[config.mk]
export PLATFORM = sky130hd
export DESIGN_NAME = ctm_timer
export DESIGN_NICKNAME = d
export VERILOG_FILES = /design/src/ctm_pkg.sv /design/src/ctm_timer.sv
export SDC_FILE = /design/constraint.sdc
export NUM_CORES = 1
export LEC_CHECK = 0
export BUFFER_PORTS_ARGS = -buffer_cell sky130_fd_sc_hd__clkbuf_2
export CORE_ASPECT_RATIO = 0.6
export CORE_MARGIN = 5
export CORE_UTILIZATION = 51
export DETAILED_ROUTE_END_ITERATION = 8
export PLACE_DENSITY = 0.78
export SYNTH_ARGS = -nofsm -noshare
export SYNTH_HDL_FRONTEND = slang
export SYNTH_SLANG_ARGS = --single-unit
[constraint.sdc]
create_clock -name pclk -period 3.1 [get_ports pclk]
set_input_delay 0.155 -clock pclk [delete_from_list [all_inputs] [get_ports pclk]]
set_output_delay 0.155 -clock pclk [all_outputs]
set_load 0.05 [all_outputs]
[src/ctm_pkg.sv]
package ctm_pkg;

   // ***************************************************************
   // Register map (byte addresses, one aligned word each)
   // ***************************************************************
   localparam logic [11:0] ADDR_CTRL0 = 12'h000;
   localparam logic [11:0] ADDR_CTRL1 = 12'h004;
   localparam logic [11:0] ADDR_CNT = 12'h008;
   localparam logic [11:0] ADDR_CMPA = 12'h00C;
   localparam logic [11:0] ADDR_CMPP = 12'h010;
   localparam logic [11:0] ADDR_FLAGS = 12'h014;

   // ***************************************************************
   // Field positions
   // ***************************************************************
   localparam int RUN_POS = 3;
   localparam int MODE_HI_POS = 7;
   localparam int MODE_LO_POS = 6;
   localparam int PFUNC_HI_POS = 5;
   localparam int PFUNC_LO_POS = 4;
   localparam int OLC_POS = 3;
   localparam int INV_POS = 2;
   localparam int SWAP_POS = 1;
   localparam int CLRSEL_POS = 0;
   localparam int FLAG_A_POS = 0;
   localparam int FLAG_P_POS = 1;

   // ***************************************************************
   // Widths, reset values and counts
   // ***************************************************************
   localparam int CNT_W = 10;
   localparam int CMPP_W = 3;
   localparam logic [9:0] CNT_MAX = 10'h3FF;
   localparam logic [7:0] CTRL_RST = 8'h00;
   localparam logic [9:0] CNT_RST = 10'h000;
   localparam logic [11:0] FULL_PERIOD = 12'h400;
   localparam int P_SHIFT = 7;

   // ***************************************************************
   // Modes and pin functions
   // ***************************************************************
   typedef enum logic [1:0]
   {
      MODE_CMP = 2'b00,
      MODE_UNDEF = 2'b01,
      MODE_PWM = 2'b10,
      MODE_TMR = 2'b11
   } ctm_mode_t;

   localparam logic [1:0] PF_NONE = 2'b00;
   localparam logic [1:0] PF_LOW = 2'b01;
   localparam logic [1:0] PF_HIGH = 2'b10;
   localparam logic [1:0] PF_TOGGLE = 2'b11;
   localparam logic [1:0] PF_INACT = 2'b00;
   localparam logic [1:0] PF_ACT = 2'b01;
   localparam logic [1:0] PF_WAVE = 2'b10;

endpackage : ctm_pkg

[src/ctm_timer.sv]
// Notes on behaviour
// - Mode field 00 selects compare-match output mode.
// - Mode 11 is timer mode: same counting and flags, pin never driven.
// - Mode field 10 selects PWM output mode.
// - Clear-select low: clear on P match or overflow if P zero; both flags.
// - Clear-select high: clear on A match, only A flag ever set.
// - A value zero: counter overflows at 3FF, no A flag.
// - Compare mode: pin changes only on A match or run rising, never on P match.
// - Pin function picks high, low or toggle on A match; zero means none.
// - Run bit rising loads pin with initial level from output control.
// - PWM ignores clear-select; swap bit picks period and duty register.
// - Swap 0: period P*128 or 1024 when P zero; duty is A.
// - Swap 1: period is A+1 counts (clear on A match); duty P*128 or 1024 when P zero.
// - Duty at or above period gives output active whole period.
// - PWM sets A flag on each A match, P flag on each P match.
// - PWM active level from output control, pin function gates, invert.
// - PWM counter and compares run while pin forced inactive or active.
// - P value compares against counter bits 9 to 7 only.
// - Run rising zeroes counter; run falling holds counter value.
// - PWM pin function: 00 inactive, 01 active, 10 waveform, 11 undefined.
module ctm_timer
(
   input wire logic pclk,
   input wire logic presetn,
   input wire logic psel,
   input wire logic penable,
   input wire logic pwrite,
   input wire logic [11:0] paddr,
   input wire logic [31:0] pwdata,
   output logic [31:0] prdata,
   output logic pready,
   output logic pslverr,
   output logic timer_out,
   output logic timer_out_en
);

   // ***************************************************************
   // Registers
   // ***************************************************************
   logic run_q;
   logic [7:0] ctrl1_q;
   logic [9:0] cmpa_q;
   logic [2:0] cmpp_q;
   logic [9:0] cnt_q;
   logic match_a_flag_q;
   logic match_p_flag_q;
   logic pin_q;
   logic wave_q;
   logic run_rise;
   logic wr_en;
   logic rd_hit;
   ctm_pkg::ctm_mode_t mode;
   logic [1:0] pfunc;
   logic olc;
   logic inv;
   logic swap;
   logic clrsel;
   logic a_eq;
   logic p_eq;
   logic a_match;
   logic p_match;
   logic cnt_clear;
   logic [11:0] p_len;
   logic [11:0] period;
   logic [11:0] duty;
   logic [11:0] cnt_ext;

   assign mode = ctm_pkg::ctm_mode_t'(ctrl1_q[ctm_pkg::MODE_HI_POS:
                                              ctm_pkg::MODE_LO_POS]);
   assign pfunc = ctrl1_q[ctm_pkg::PFUNC_HI_POS:ctm_pkg::PFUNC_LO_POS];
   assign olc = ctrl1_q[ctm_pkg::OLC_POS];
   assign inv = ctrl1_q[ctm_pkg::INV_POS];
   assign swap = ctrl1_q[ctm_pkg::SWAP_POS];
   assign clrsel = ctrl1_q[ctm_pkg::CLRSEL_POS];

   // ***************************************************************
   // APB slave: zero wait states, unmapped reads zero, no error
   // ***************************************************************
   assign pready = 1'b1;
   assign pslverr = 1'b0;
   assign wr_en = psel && penable && pwrite;
   assign rd_hit = psel && !pwrite;

   // Run bit edge: a write that raises it restarts the cycle
   assign run_rise = wr_en && (paddr == ctm_pkg::ADDR_CTRL0) &&
                     pwdata[ctm_pkg::RUN_POS] && !run_q;

   // Control and compare registers
   always_ff @(posedge pclk or negedge presetn)
   begin
      if (!presetn)
      begin
         run_q <= 1'b0;
         ctrl1_q <= ctm_pkg::CTRL_RST;
         cmpa_q <= ctm_pkg::CNT_RST;
         cmpp_q <= 3'h0;
      end
      else if (wr_en)
      begin
         if (paddr == ctm_pkg::ADDR_CTRL0)
            run_q <= pwdata[ctm_pkg::RUN_POS];
         else if (paddr == ctm_pkg::ADDR_CTRL1)
            ctrl1_q <= pwdata[7:0];
         else if (paddr == ctm_pkg::ADDR_CMPA)
            cmpa_q <= pwdata[9:0];
         else if (paddr == ctm_pkg::ADDR_CMPP)
            cmpp_q <= pwdata[2:0];
      end
   end

   // Read mux, registered in the setup cycle so data is ready at access
   always_ff @(posedge pclk or negedge presetn)
   begin
      if (!presetn)
         prdata <= 32'h0000_0000;
      else if (rd_hit && !penable)
      begin
         if (paddr == ctm_pkg::ADDR_CTRL0)
            prdata <= {28'h0000000, run_q, 3'h0};
         else if (paddr == ctm_pkg::ADDR_CTRL1)
            prdata <= {24'h000000, ctrl1_q};
         else if (paddr == ctm_pkg::ADDR_CNT)
            prdata <= {22'h000000, cnt_q};
         else if (paddr == ctm_pkg::ADDR_CMPA)
            prdata <= {22'h000000, cmpa_q};
         else if (paddr == ctm_pkg::ADDR_CMPP)
            prdata <= {29'h00000000, cmpp_q};
         else if (paddr == ctm_pkg::ADDR_FLAGS)
            prdata <= {30'h00000000, match_p_flag_q, match_a_flag_q};
         else
            prdata <= 32'h0000_0000;
      end
   end

   // ***************************************************************
   // Comparators
   // ***************************************************************
   // A compare value zero never matches, so the counter wraps at 3FF
   assign a_eq = (cmpa_q != 10'h000) && (cnt_q == cmpa_q);
   // P looks at the top three counter bits, at the end of that slot
   assign p_eq = (cnt_q[9:7] == cmpp_q - 3'h1) &&
                 (cnt_q[6:0] == 7'h7F);
   assign a_match = run_q && a_eq;
   assign p_match = run_q && p_eq; // P value 0 matches at 3FF overflow

   // Clear source: PWM uses the period register, ignoring clear-select
   always_comb
   begin
      if (mode == ctm_pkg::MODE_PWM)
         cnt_clear = swap ? a_match : p_match;
      else if (clrsel)
         cnt_clear = a_match;
      else
         cnt_clear = p_match;
   end

   // ***************************************************************
   // Counter
   // ***************************************************************
   // Counts while running; stops and holds value when run falls
   always_ff @(posedge pclk or negedge presetn)
   begin
      if (!presetn)
         cnt_q <= ctm_pkg::CNT_RST;
      else if (run_rise)
         cnt_q <= ctm_pkg::CNT_RST;
      else if (run_q)
      begin
         if (cnt_clear || cnt_q == ctm_pkg::CNT_MAX)
            cnt_q <= ctm_pkg::CNT_RST;
         else
            cnt_q <= cnt_q + 10'h001;
      end
   end

   // ***************************************************************
   // Match flags: set wins over a software clear in the same cycle
   // ***************************************************************
   always_ff @(posedge pclk or negedge presetn)
   begin
      if (!presetn)
      begin
         match_a_flag_q <= 1'b0;
         match_p_flag_q <= 1'b0;
      end
      else
      begin
         // Write one to clear
         if (a_match)
            match_a_flag_q <= 1'b1;
         else if (wr_en && paddr == ctm_pkg::ADDR_FLAGS &&
                  pwdata[ctm_pkg::FLAG_A_POS])
            match_a_flag_q <= 1'b0;
         // P flag suppressed when clear-select picks A outside PWM
         if (p_match && (clrsel == 1'b0 || mode == ctm_pkg::MODE_PWM))
            match_p_flag_q <= 1'b1;
         else if (wr_en && paddr == ctm_pkg::ADDR_FLAGS &&
                  pwdata[ctm_pkg::FLAG_P_POS])
            match_p_flag_q <= 1'b0;
      end
   end

   // ***************************************************************
   // PWM waveform
   // ***************************************************************
   assign p_len = (cmpp_q == 3'h0) ? ctm_pkg::FULL_PERIOD :
                  {2'b00, cmpp_q, 7'h00};
   assign period = swap ? {2'b00, cmpa_q} : p_len;
   assign duty = swap ? p_len : {2'b00, cmpa_q};
   assign cnt_ext = {2'b00, cnt_q};

   // Active while below duty; duty at or past period stays active
   always_ff @(posedge pclk or negedge presetn)
   begin
      if (!presetn)
         wave_q <= 1'b0;
      else
         wave_q <= (duty >= period) || (cnt_ext < duty);
   end

   // ***************************************************************
   // Compare-match pin state
   // ***************************************************************
   // Only an A match or a run bit rise moves the pin; P matches are ignored here
   always_ff @(posedge pclk or negedge presetn)
   begin
      if (!presetn)
         pin_q <= 1'b0;
      else if (run_rise)
         pin_q <= olc;
      else if (a_match && mode == ctm_pkg::MODE_CMP)
      begin
         case (pfunc)
            ctm_pkg::PF_LOW: pin_q <= 1'b0;
            ctm_pkg::PF_HIGH: pin_q <= 1'b1;
            ctm_pkg::PF_TOGGLE: pin_q <= !pin_q;
            default: pin_q <= pin_q;
         endcase
      end
   end

   // ***************************************************************
   // Output pin (enable active low while driving)
   // ***************************************************************
   always_ff @(posedge pclk or negedge presetn)
   begin
      if (!presetn)
      begin
         timer_out <= 1'b0;
         timer_out_en <= 1'b1;
      end
      else
      begin
         case (mode)
            ctm_pkg::MODE_CMP:
            begin
               timer_out <= pin_q ^ inv;
               timer_out_en <= 1'b0;
            end
            ctm_pkg::MODE_PWM:
            begin
               // Active level from output control, then inversion
               case (pfunc)
                  ctm_pkg::PF_INACT: timer_out <= !olc ^ inv;
                  ctm_pkg::PF_ACT: timer_out <= olc ^ inv;
                  ctm_pkg::PF_WAVE:
                     timer_out <= (wave_q ? olc : !olc) ^ inv;
                  default: timer_out <= !olc ^ inv; // Undefined code
               endcase
               timer_out_en <= 1'b0;
            end
            default:
            begin
               // Timer mode releases the pin to other functions
               timer_out <= 1'b0;
               timer_out_en <= 1'b1;
            end
         endcase
      end
   end

endmodule : ctm_timer

Yosys cells after proc, flatten, opt, wreduce, memory -nomap -nowiden. Cells that the tools add are included.

Register bits after elaboration: 70. Bits of input ports: 49. Word-level logic and storage cells: 102. Output and inout bits: 36.

Bitwise gates (word level): 8. Order comparisons: 2. Eq/ne operators: 13. Mux-type cells: 26. Add/subtract/negate cells: 2. Reductions and logical operators: 39.

Operators by type and width (number): 10-bit two-way mux (7); 11-bit two-way mux (3); 12-bit by 4-bit == test with 1-bit output, second input constant (2); 12-bit by 5-bit == test with 1-bit output, second input constant (2); 1-bit logical AND (16); 12-bit by 3-bit == test with 1-bit output, second input constant (1); 12-bit logical NOT (1); 11-bit greater-or-equal comparator (1); 10-bit by 11-bit < comparator with 1-bit output (1); 1-bit two-way mux (11); 10-bit by 1-bit adder with 10-bit output, second input constant (1); 10-bit == test (1); 10-bit == test, second input constant (1); 10-bit nonzero test (1); 2-bit nonzero test (4); 7-bit == test, second input constant (1); 2-bit == test, second input constant (3); 1-bit logical NOT (5); 5-bit AND reduction (1); 1-bit NOT (4); 1-bit case mux with 2 select lines (2); 2-bit AND reduction (2); 4-bit AND reduction (1); 4-bit nonzero test (1); 12 further kinds (17).

Longest topological paths before layout.
Depth in word-level cells: 10. Depth in mapped cells: 11. Mapped depth without buffers: 11.

Least setup slack after synthesis. OpenSTA, ideal clock, no wires.

Path type: register -> register. Start point: register ctrl1_q[1]. End point: register wave_q. Buffers on the path: 2. Arrival time: 2.585 ns. Setup time: 0.078 ns. Cell stages (with the launch flop): 11. Clock period less this slack: 2.663 ns. Setup slack: 0.437 ns. Required time: 3.022 ns. Cell sequence: dfrtp_1 clkbuf_1 clkbuf_1 nand2b_1 ha_1 a21o_1 a221o_1 a221o_1 maj3_1 nand3_1 o2bb2ai_1.

Cells in the longest elaborated chain, start to end: 3. Elaborated cells on any way between the ends: 5. Those cells by class: order compare (2); mux (2); reduce/logical (1).

RTL lines: start: declaration (RTL line ctm_timer.sv:41) `logic [7:0] ctrl1_q;`; start signal: assignment (RTL line ctm_timer.sv:94) `ctrl1_q <= ctm_pkg::CTRL_RST;`; start signal: assignment (RTL line ctm_timer.sv:103) `ctrl1_q <= pwdata[7:0];`; 11-bit two-way mux, on equally long branches (RTL line ctm_timer.sv:209, ctm_timer.sv:208); 11-bit greater-or-equal comparator / 10-bit by 11-bit < comparator with 1-bit output (equally long branches) (RTL line ctm_timer.sv:218) `wave_q <= (duty >= period) || (cnt_ext < duty);`; 1-bit logical OR (*) (RTL line ctm_timer.sv:218); end signal: assignment (RTL line ctm_timer.sv:218); end: declaration (RTL line ctm_timer.sv:48) `logic wave_q;`.

Mark *: on every way between the ends. The rest lies on a longest branch, timed or not. A chain may end at the register's enable or synchronous reset.

Final worst setup path.
Start point: register cmpa_q[4]. End point: register wave_q.

Cells in the longest elaborated chain, start to end: 3. Elaborated cells on any way between the ends: 5. Those cells by class: order compare (2); mux (2); reduce/logical (1).

RTL lines: start: declaration (RTL line ctm_timer.sv:42) `logic [9:0] cmpa_q;`; start signal: assignment (RTL line ctm_timer.sv:95) `cmpa_q <= ctm_pkg::CNT_RST;`; start signal: assignment (RTL line ctm_timer.sv:105) `cmpa_q <= pwdata[9:0];`; 11-bit two-way mux, on equally long branches (RTL line ctm_timer.sv:209, ctm_timer.sv:208); 11-bit greater-or-equal comparator / 10-bit by 11-bit < comparator with 1-bit output (equally long branches) (RTL line ctm_timer.sv:218); 1-bit logical OR (*) (RTL line ctm_timer.sv:218).

Marks and branches as above.

==> results.ini <==
[outcome]
status=finished clean

[floorplan]
rows=22
die_h_um=71.62
ios=85
die-area_um2=8070
coreArea_um2=6138
start_util_pct=52.57
die_w_um=112.7

[route]
drt-pass1-iter-count=5
drcViolationCount=0
viasPerCell=5.915
ant_nets=0
wl_um=7889
wl_per_cell_um=17.65
drtIter0Drc=262
via_count=2644

[clock_network]
cts.sinks=48
cts_tree=done
cts_buffer_depth=2
htree_levels=2
clk_latency_ns=0.30
cts-root-buf=clkbuf_8
cts-buffers-inserted=5
clkTransAtPathRegs_ns=0.09

[sta]
setup_tns_ns=0
period_minus_slack_ns=2.521
rsz0062_at_grt=false
worst_pin_slew_ns=0.9430
hold_violations=0
fmax_mhz=396.6
slew_headroom_pct=37.00
setup_violations=0
clock_skew_ns=0.006304
fin_crit_sh_pct=81.33
report.final.slew_viol_count=0

[yosys]
synth_top_cell_area_share_pct=36.45
ys.flop_type=dfrtp_1
syn_avg_cell_area_um2=9.838
netlist_area_um2=3227
synth.largest_area_cell=dfrtp_1
ys_seq_elements=48
synth_xor_area_share_pct=4.226
seq_area_frac_synth_pct=37.26
ys_warn_count=0
synth_edf_count=0
synth_top_family_by_area=simple AND/OR/NAND/NOR gates
synth_cell_types=56
synth_adder_area_share_pct=6.824
synth-compound-area-share_pct=13.65
async_flop_share_pct=100.0
netlist_instances=328
synth-simple-area-share_pct=18.22
synthTopCellsByArea=dfrtp_1 (36%), ha_1 (6.2%), buf_4 (5.6%)
muxShareOfSynthArea_pct=10.47

[job]
maxCapViolations=0

[power_and_ir_drop]
p_leak_uw=0.001640
ir_worst_vdd_v=0.0001848
power_uw=1225
power_density_nw_per_um2=349.7

[grt]
first_global_vias=2596
grt_pass1_wl_um=12970
grt_max_degree=29
grt-ovfl-total=0
antenna_found_initial=0
grt_use_total_pct=20.04

[place]
port_buffers=38
dp_hpwl_um=6118
placed_area_um2=3397
gp_congestion=0.8951

[critical_path]
path_class=flop to flop
endpoint_kind=flop
cpMostUsedCell=a221o_1
crit_slowest_cell=dfrtp_1
cp_cell_sequence=nand2b_1, ha_1, a21o_1, a221o_1, a221o_1, maj3_1, nand3_1, o2bb2ai_1
crit_arrival_ns=2.70
required_ns=3.28
rrSetupSlack_ns=0.58
cp_max_fo=6
cp-start-kind=flop
max_stage_delay_ns=0.49

[cells_and_area]
fin_nets=427
areaGrowthSynthToFinish_pct=8.569
multiInputGateArea_um2=1813
nFillCells=534
final_area_um2=3503
seqCellArea_um2=1202
antennaDiodeCount=0
fin_util_pct=57.07
layout-drive-gt1-share_pct=23.14

[worst_hold_path]
hp-class=input pin to flop

[flip-flops by register name, indices dropped and copies added, names as in the netlist]
signal	flops
wave_q	1
timer_out	1
match_a_flag_q	1
ctrl1_q	8
match_p_flag_q	1
pin_q	1
timer_out_en	1
run_q	1
cmpa_q	10
prdata	10
cnt_q	10
cmpp_q	3
[per-layer routing]
layer	wire length, um	vias to the layer above	track usage, %
li1	-	1211	-
met1	3557	1281	29.29
met2	3497	138	29.59
met3	757	14	5.401
met4	76	0	4.800
met5	0	-	0
[cell type report]
class                   count  area share (%)
clock inverters             2          0.3929
well taps                  84           3.000
multi-input cells         250           51.75
clock buffers               6           2.357
flip-flops and latches     48           34.32
repair buffers             44           6.786
inverters                  13           1.393
[metrics by stage]
step | std cells | hold slack (ns) | worst slack [ns]
floorplan | 350 | -0.1406 | 0.4371
global placement | 438 | 0.2305 | 0.6528
detailed placement | 438 | 0.2410 | 0.6109
CTS | 447 | 0.06359 | 0.5842
global route | 447 | 0.07797 | 0.4464
finish | 447 | 0.06463 | 0.5787
[placed cells by master, fill, tap and decap left out, types with 3 or more instances in the layout]
| master | netlist | routed |
|---|---|---|
| dfrtp_1 | 47 | 47 |
| clkbuf_2 | 0 | 38 |
| nand2_1 | 25 | 25 |
| conb_1 | 2 | 24 |
| o21ai_0 | 17 | 17 |
| nand2b_1 | 16 | 16 |
| ha_1 | 16 | 16 |
| mux2_2 | 14 | 14 |
| inv_1 | 13 | 13 |
| a21oi_1 | 13 | 13 |
| xnor2_1 | 11 | 11 |
| and3_1 | 10 | 10 |
| nand3_1 | 9 | 9 |
| a31oi_1 | 9 | 9 |
| nor2_1 | 8 | 8 |
| mux2_4 | 8 | 8 |
| mux2i_1 | 6 | 6 |
| clkbuf_8 | 0 | 6 |
| a222oi_1 | 5 | 5 |
| buf_4 | 24 | 5 |
| nand4_1 | 4 | 4 |
| a22oi_1 | 4 | 4 |
| nor3_1 | 3 | 3 |
| nor2b_1 | 3 | 3 |
| or4_1 | 3 | 3 |
| nor4_1 | 3 | 3 |
[kinds of logic after synthesis]
| group | count (synthesis) |
|---|---|
| adder cells (fa/ha/maj) | 18 |
| buffers and inverters | 52 |
| flip-flops | 48 |
| other | 2 |
| AND/OR/NAND/NOR | 100 |
| AO/OA/AOI/OAI | 66 |
| XOR/XNOR | 14 |
| multiplexers | 28 |
[cells in the mapped netlist, types with 3 or more instances]
cell,number
nor4_1,3
inv_1,13
clkbuf_1,13
mux2_4,8
nor2_1,8
nand3_1,9
a31oi_1,9
a21oi_1,13
a222oi_1,5
or4_1,3
buf_4,24
and3_1,10
nor2b_1,3
a22oi_1,4
dfrtp_1,47
o21ai_0,17
nand4_1,4
xnor2_1,11
nand2b_1,16
mux2_2,14
ha_1,16
mux2i_1,6
nand2_1,25
nor3_1,3
[power breakdown]
part / internal (uW) / switching [uW] / total, uW / leakage (uW)
sequential: 636 / 15.6 / 652 / 0.000589
combinational: 37.5 / 134 / 171 / 0.00100
clock: 183 / 219 / 402 / 0.0000516
total: 857 / 368 / 1220 / 0.00164
[worst max-delay path, delay by kind of cell, from the launching register on]
kind / cells / cell delay (ns)
compound gates: 4 / 1.07
fa+ha+maj: 2 / 0.65
flops: 1 / 0.49
simple gates: 2 / 0.20
[worst paths after layout]
kind / from / end / cells past startpoint
hold / removal: pwdata[8] / cmpa_q[8] / 3
max in group asynchronous: presetn / timer_out_en / 3
hold reg to reg: ctrl1_q[6] / timer_out_en / 0
setup / recovery: cmpa_q[4] / wave_q / 8
setup reg to reg: cmpa_q[4] / wave_q / 8
min in group asynchronous: presetn / cmpa_q[8] / 2
[repair_timing]
action,4_1_cts,5_1_grt
setup buffers,0,0
gates resized for setup,0,0
endpoints found under the hold margin,27,0
hold buffers,1,0
endpoints found under the setup margin,0,0
(Power assumes the default switching activity.)
